--- src/hdl/smw_pkg.sv ---
// Purpose : shared constants and types for the stop/wake/reset controller
// Assumes : 125 MHz system clock, 8 kHz ring oscillator tick from outside
// Notes   : all counts derived from printed times
package smw_pkg;

    // ------------------------------------------------------------------
    // timing
    // ------------------------------------------------------------------
    localparam int          CLK_PERIOD_PS  = 8000;
    localparam int          TICK_PERIOD_NS = 125000;   // 125 us step
    localparam int          TIMER_W        = 16;       // 65535 steps ~ 8 s
    localparam logic [15:0] BOOT_ADDR      = 16'h8000;
    localparam logic [15:0] TIMER_RST      = 16'h0000;
    localparam logic [6:0]  SLAVE_ADDR_DEF = 7'h2a;    // arbitrary value

    // ------------------------------------------------------------------
    // states
    // ------------------------------------------------------------------
    typedef enum logic [1:0] {
        ST_RESET = 2'b00,
        ST_RUN   = 2'b01,
        ST_STOP  = 2'b10
    } smw_state_type;

endpackage : smw_pkg

--- src/hdl/smw_wake_if.sv ---
// Purpose : carries wake-up timer events between timer and controller
// Assumes : single clock domain
// Notes   : none
`timescale 1ns/1ps
interface smw_wake_if;
    logic        arm;
    logic [15:0] limit;
    logic        expired;
    modport ctrl  (output arm, output limit, input expired);
    modport timer (input arm, input limit, output expired);
endinterface : smw_wake_if

--- src/hdl/smw_ctrl.sv ---
// Purpose : reset release, stop-mode entry/exit and wake-up timer control
// Assumes : wake sources are levels or pulses from pins or other domains
// Notes   : every output registered; reset beats any wake
// Notes on behaviour
// - hold whole chip reset while pin low
// - on release, fetch starts at 8000h
// - stop mode entered only by software request
// - stop halts CPU, keeps state and memories
// - four wake sources end stop mode
// - timer ticks from ring oscillator, runs in stop
// - timer interval in 125 us steps, ~8 s
// - I2C wake only on factory address match
`timescale 1ns/1ps
module smw_ctrl
    import smw_pkg::*;
#(
    parameter logic [6:0] SLAVE_ADDR = SLAVE_ADDR_DEF
)
(
    input  wire logic        i_sys_clk,
    input  wire logic        i_srst,
    input  wire logic        i_ext_reset_low_in,
    input  wire logic        i_ring_clk,
    input  wire logic        i_stop_req,
    input  wire logic [15:0] i_wake_steps,
    input  wire logic        i_i2c_addr_valid,
    input  wire logic [6:0]  i_i2c_addr,
    input  wire logic        i_ext_irq,
    input  wire logic        i_pfw_irq,
    input  wire logic        i_pf_reset,
    output logic             o_cpu_reset,
    output logic             o_cpu_halt,
    output logic             o_fetch_load,
    output logic [15:0]      o_fetch_addr,
    output logic             o_stop_active,
    output logic             o_wake_pulse
);
    // ------------------------------------------------------------------
    // input synchronisers
    // ------------------------------------------------------------------
    localparam int NSYNC = 5;
    logic [NSYNC-1:0] raw, s1_q, s2_q;
    assign raw = {i_ext_reset_low_in,
                  i_ring_clk,
                  i_ext_irq,
                  i_pfw_irq,
                  i_pf_reset};
    // sync flops clear low, so after i_srst the pin
    // reads as reset for two cycles before boot starts

    genvar g;
    generate
        for (g = 0; g < NSYNC; g++)
        begin : g_sync
            always_ff @(posedge i_sys_clk)
            begin
                if (i_srst)
                begin
                    s1_q[g] <= 1'b0;
                    s2_q[g] <= 1'b0;
                end
                else
                begin
                    s1_q[g] <= raw[g];
                    s2_q[g] <= s1_q[g];
                end
            end
        end
    endgenerate

    logic rst_n_s;
    logic ring_s;
    logic eirq_s;
    logic pfw_s;
    logic pfr_s;
    assign {rst_n_s, ring_s, eirq_s, pfw_s, pfr_s} = s2_q;

    // ------------------------------------------------------------------
    // ring edge to tick, state
    // ------------------------------------------------------------------
    smw_wake_if wk ();

    smw_state_type st_q,   st_d;
    logic          ring_q, ring_d;
    logic [15:0]   lim_q,  lim_d;
    // boot vector kept in a flop so every output is registered
    logic [15:0]   fa_q,   fa_d;
    logic          rst_q,  rst_d;
    logic          halt_q, halt_d;
    logic          ld_q,   ld_d;
    logic          stop_q, stop_d;
    logic          wake_q, wake_d;
    logic          tick;
    logic          wake_any;
    logic          addr_hit;

    // ------------------------------------------------------------------
    // address decode and wake sources
    // ------------------------------------------------------------------
    function automatic logic addr_match(input logic [6:0] a);
        return a == SLAVE_ADDR;
    endfunction

    // a ring pin already high at reset gives one stray
    // tick; harmless, the timer is disarmed until stop
    assign tick     = ring_s & ~ring_q;
    assign addr_hit = i_i2c_addr_valid & addr_match(i_i2c_addr);
    // power-fail reset is left out: it takes the reset path
    assign wake_any = addr_hit | eirq_s | pfw_s | wk.expired;
    assign wk.arm   = (st_q == ST_STOP);
    // limit latched at stop entry; zero leaves the timer off
    assign wk.limit = lim_q;

    // ------------------------------------------------------------------
    // next-state logic
    // ------------------------------------------------------------------
    always_comb
    begin
        st_d   = st_q;
        ring_d = ring_s;
        lim_d  = lim_q;
        fa_d   = BOOT_ADDR;
        rst_d  = 1'b0;
        halt_d = 1'b0;
        ld_d   = 1'b0;
        stop_d = 1'b0;
        wake_d = 1'b0;
        if (!rst_n_s || pfr_s)
        begin
            // power-fail reset also ends stop through full reset
            st_d  = ST_RESET;
            rst_d = 1'b1;
        end
        else
        begin
            case (st_q)
                ST_RESET:
                begin
                    st_d = ST_RUN;
                    ld_d = 1'b1;
                end
                ST_RUN:
                begin
                    if (i_stop_req)
                    begin
                        st_d   = ST_STOP;
                        lim_d  = i_wake_steps;
                        halt_d = 1'b1;
                        stop_d = 1'b1;
                    end
                end
                ST_STOP:
                begin
                    if (wake_any)
                    begin
                        st_d   = ST_RUN;
                        wake_d = 1'b1;
                    end
                    else
                    begin
                        halt_d = 1'b1;
                        stop_d = 1'b1;
                    end
                end
                default:
                begin
                    st_d  = ST_RESET;
                    rst_d = 1'b1;
                end
            endcase
        end
    end

    // ------------------------------------------------------------------
    // registers
    // ------------------------------------------------------------------
    always_ff @(posedge i_sys_clk)
    begin
        if (i_srst)
        begin
            st_q   <= ST_RESET;
            ring_q <= 1'b0;
            lim_q  <= TIMER_RST;
            fa_q   <= BOOT_ADDR;
            rst_q  <= 1'b1;
            halt_q <= 1'b0;
            ld_q   <= 1'b0;
            stop_q <= 1'b0;
            wake_q <= 1'b0;
        end
        else
        begin
            st_q   <= st_d;
            ring_q <= ring_d;
            lim_q  <= lim_d;
            fa_q   <= fa_d;
            rst_q  <= rst_d;
            halt_q <= halt_d;
            ld_q   <= ld_d;
            stop_q <= stop_d;
            wake_q <= wake_d;
        end
    end

    // ------------------------------------------------------------------
    // wake-up timer
    // ------------------------------------------------------------------
    smw_wake_timer u_timer (
        .i_sys_clk (i_sys_clk),
        .i_srst    (i_srst),
        .i_tick    (tick),
        .wk        (wk)
    );

    // ------------------------------------------------------------------
    // outputs
    // ------------------------------------------------------------------
    assign o_cpu_reset   = rst_q;
    assign o_cpu_halt    = halt_q;
    assign o_fetch_load  = ld_q;
    assign o_fetch_addr  = fa_q;
    assign o_stop_active = stop_q;
    assign o_wake_pulse  = wake_q;
endmodule // smw_ctrl

--- src/hdl/smw_wake_timer.sv ---
// Purpose : wake-up timer counting ring-oscillator ticks
// Assumes : i_tick already synchronised, one cycle per rising ring edge
// Notes   : count restarts whenever arm drops
`timescale 1ns/1ps
module smw_wake_timer
    import smw_pkg::*;
(
    input  wire logic i_sys_clk,
    input  wire logic i_srst,
    input  wire logic i_tick,
    smw_wake_if.timer wk
);
    logic [TIMER_W-1:0] cnt_q, cnt_d;
    logic               exp_q, exp_d;

    always_comb
    begin
        cnt_d = cnt_q;
        exp_d = 1'b0;
        if (!wk.arm)
        begin
            cnt_d = TIMER_RST;
        end
        else if (i_tick)
        begin
            cnt_d = cnt_q + 16'h0001;
            if (cnt_d == wk.limit && wk.limit != 16'h0000)
            begin
                exp_d = 1'b1;
            end
        end
    end

    always_ff @(posedge i_sys_clk)
    begin
        if (i_srst)
        begin
            cnt_q <= TIMER_RST;
            exp_q <= 1'b0;
        end
        else
        begin
            cnt_q <= cnt_d;
            exp_q <= exp_d;
        end
    end

    assign wk.expired = exp_q;
endmodule // smw_wake_timer

--- config.mk ---
export PLATFORM = sky130hd
export DESIGN_NAME = smw_ctrl
export DESIGN_NICKNAME = d
export VERILOG_FILES = /design/src/hdl/smw_pkg.sv /design/src/hdl/smw_wake_if.sv /design/src/hdl/smw_ctrl.sv /design/src/hdl/smw_wake_timer.sv
export SDC_FILE = /design/constraint.sdc
export NUM_CORES = 1
export LEC_CHECK = 0
export BUFFER_PORTS_ARGS = -buffer_cell sky130_fd_sc_hd__buf_2
export CAP_MARGIN = 20
export CORE_UTILIZATION = 40
export DETAILED_ROUTE_END_ITERATION = 12
export PLACE_DENSITY = 0.6
export SETUP_SLACK_MARGIN = 0.3
export SLEW_MARGIN = 20
export SYNTH_ARGS = -nofsm -noshare
export SYNTH_HDL_FRONTEND = slang
export SYNTH_SLANG_ARGS = --single-unit
--- constraint.sdc ---
create_clock -name i_sys_clk -period 2.2 [get_ports i_sys_clk]
set_input_delay 0.33 -clock i_sys_clk [delete_from_list [all_inputs] [get_ports i_sys_clk]]
set_output_delay 0.33 -clock i_sys_clk [all_outputs]
set_load 0.005 [all_outputs]
==> impl_results.md <==
* Placement Cell Area at 2720 um2
* WP data arrival at 2080 ps
* Core area at 6060 um2
* First-pass GRT wire length at 9.05 mm
* Power density cells at 520 nW/um2
* Post-synthesis mux area share at 0%
* Skew final at 9.08 ps
* I/O pin count at 53
* Clk slew on worst S/H paths at 100 ps
* P&R area growth vs syn at 17.0%
* WP data required at 2410 ps
* CTS tree: yes
* Synth warnings at 0
* # fillers at 589
* Achievable clock frequency at 534 MHz
* Hold Vio Cnt, Final at 0
* Largest family of logic cells by synthesized area: simple AND/OR/NAND/NOR gates
* CTS Sinks at 50
* Area leader, netlist: dfxtp_1
* Diodes inserted at 0
* Hold Path Depth at 2
* Clk_lat worst skew at 310 ps
* Die area at 6720 um2
* Dpl cells at 399
* Cts hold-fix bufs at 0
* Clock buffer count from CTS at 5
* Post-Syn Instances at 303
* Final period util at 85.1%
* DRC at 0
* Max-cap violations at 0
* Multi-input logic area at 1460 um2
* Seq/Total Area, Yosys at 39.1%
* Main synth FF type: dfxtp_1
* Synth Area in Simple Gates at 28.1%
* Global route total overflow at 0
* Final net count at 380
* Crit path kind: flip-flop to flip-flop
* Pwr Total at 1560 uW
* Largest net degree at the start of global routing at 32
* RSZ-0062 raised after global routing: true
* Tmin final at 1870 ps
* Average size of a mapped cell at 8.45 um2
* Final setup violation count at 0
* Storage element area at 1030 um2
* Critical Path Start Type: flip-flop
* H-Tree Depth at 2
* Pre-Repair DR Iteration Count at 4
* Layout cell share with drive strength beyond 1 at 26.7%
* Drt total wl at 5.55 mm
* Top cells by area in the synthesized netlist: dfxtp_1, nand2_1, buf_4, xnor2_1, a21oi_1
* DIE WIDTH at 82 um
* DR WL/cell at 13.3 um
* Hpwl dp at 3.85 mm
* Mapped Area at 2560 um2
* Hold Crit Class: input port to flip-flop
* Leakage power at 0.00112 uW
* Maximum clock insertion buffer count at 2
* Slew Limit Fails at 0
* Post-Synth XOR/XNOR Area at 10.6%
* Via Count at 2154
* Post-route ant nets at 0
* Max VDD drop at 0.384 mV
* Antenna violations before repair at 0
* Vias in the first global route at 1927
* Layout Utilization at 49.4%
* Unique masters post-synth at 46
* Cells on worst reg2reg path at 5
* Placer Congestion at 0.839
* Status: completed
* Compound-cell area share of the yosys netlist at 10.5%
* Worst-path maximum fanout at 4
* Die Y at 82 um
* Crit end category: flip-flop
* EDFF count, synth at 0
* Starting Density at 42.2%
* Total GRT Usage at 17.8%
* Slew headroom at 57.4%
* Adder-Cell Fraction of Synth Area at 2.44%
* Final instance area at 3000 um2
* Async set-reset flop share out of synthesis at 0%
* Tightest Pin Transition at 638 ps
* Area share of the largest cell type after synthesis at 39.1%
* Root Driver: clkbuf_8
* Buffers on Ports at 36
* FF+latch count, synth at 50
* Finished Layout Cells at 419
* Iter 0 DRT Violations at 155
* Setup tns final at 0 ps
* FP Rows at 28
* DR vias/cell at 5.14
## worst max-delay path, cell delays in order (launching register included)
cell	delay, ps
dfxtp_1	430
xor2_2	230
nor4b_1	330
a311oi_1	100
or3_1	350
a2111oi_2	350
## registers in the layout (all words and copies together), names as in the netlist
| register | count |
|---|---|
| rst_n_s | 1 |
| s1_q | 5 |
| o_fetch_load | 1 |
| u_timer.wk.expired | 1 |
| pfw_s | 1 |
| pfr_s | 1 |
| ring_q | 1 |
| ring_d | 1 |
| eirq_s | 1 |
| o_wake_pulse | 1 |
| lim_q | 16 |
| st_q | 2 |
| o_stop_active | 1 |
| u_timer.cnt_q | 16 |
| o_cpu_reset | 1 |
## layer usage
metal  vias up  share of wire (%)  global-route usage, %
met2        66                 47                   29.2
li1       1081                  -                      -
met4         0                1.5                   5.44
met3         7                4.4                   3.67
met5         -                  0                      0
met1      1000                 47                   23.3
## kinds of logic after synthesis
logic type / count (synthesis)
AO/OA/AOI/OAI: 42
flip-flops: 50
XOR/XNOR: 30
AND/OR/NAND/NOR: 137
other: 2
adder cells (fa/ha/maj): 5
buffers and inverters: 37
## stage by stage
stage,hold WS (ps),setup WS (ps)
3_3_place_gp,422,213
5_1_grt,204,196
4_1_cts,215,310
3_5_place_dp,424,165
6_report,223,327
2_1_floorplan,414,314
## Yosys cell counts (3+ instances only)
| library cell | number |
|---|---|
| nor2_1 | 21 |
| ha_1 | 5 |
| clkbuf_1 | 10 |
| nand2b_1 | 6 |
| o21ai_0 | 3 |
| nor2b_1 | 12 |
| nand3_1 | 4 |
| xor2_1 | 14 |
| buf_4 | 22 |
| nand4_1 | 6 |
| inv_1 | 3 |
| or3_1 | 8 |
| nand2_1 | 48 |
| a21oi_1 | 25 |
| dfxtp_1 | 50 |
| nor4_1 | 10 |
| nor3_1 | 5 |
| xnor2_1 | 15 |
## final timing paths
kind | startpoint | end | slack (ps)
max | u_timer.cnt_q[12] | u_timer.wk.expired | 330
min | i_ext_irq | s1_q[2] | 220
max reg2reg | u_timer.cnt_q[12] | u_timer.wk.expired | 330
min reg2reg | s1_q[3] | ring_d | 450
## layout by cell type (no fill, tap or decap), types with 12 or more instances in the layout
master / count
nor2_1: 20
conb_1: 16
nand2_1: 48
xor2_1: 12
buf_4: 16
xnor2_1: 15
nor2b_1: 12
dfxtp_1: 36
a21oi_1: 25
buf_2: 36
## layout make-up
cell class | instances | share of cell area [%]
multi-input combinational | 231 | 48.7
timing repair buffer | 52 | 10.0
tap | 75 | 3.13
sequential | 50 | 34.5
clock inverter | 3 | 0.961
clock buffer | 5 | 2.30
inverter | 3 | 0.376
## power breakdown
part | switching [uW] | total [uW] | internal [uW]
registers | 3.34 | 911 | 908
clock network | 339 | 576 | 236
logic | 35.5 | 71.1 | 35.6
## what timing repair did
action / in CTS / in global routing
pin swaps: 8 / 3
buffers inserted: 8 / 3
cloned: 0 / 1
resized for setup: 17 / 10
setup endpoints to repair: 2 / 2
Note: power is estimated with default switching activity, not from simulation.
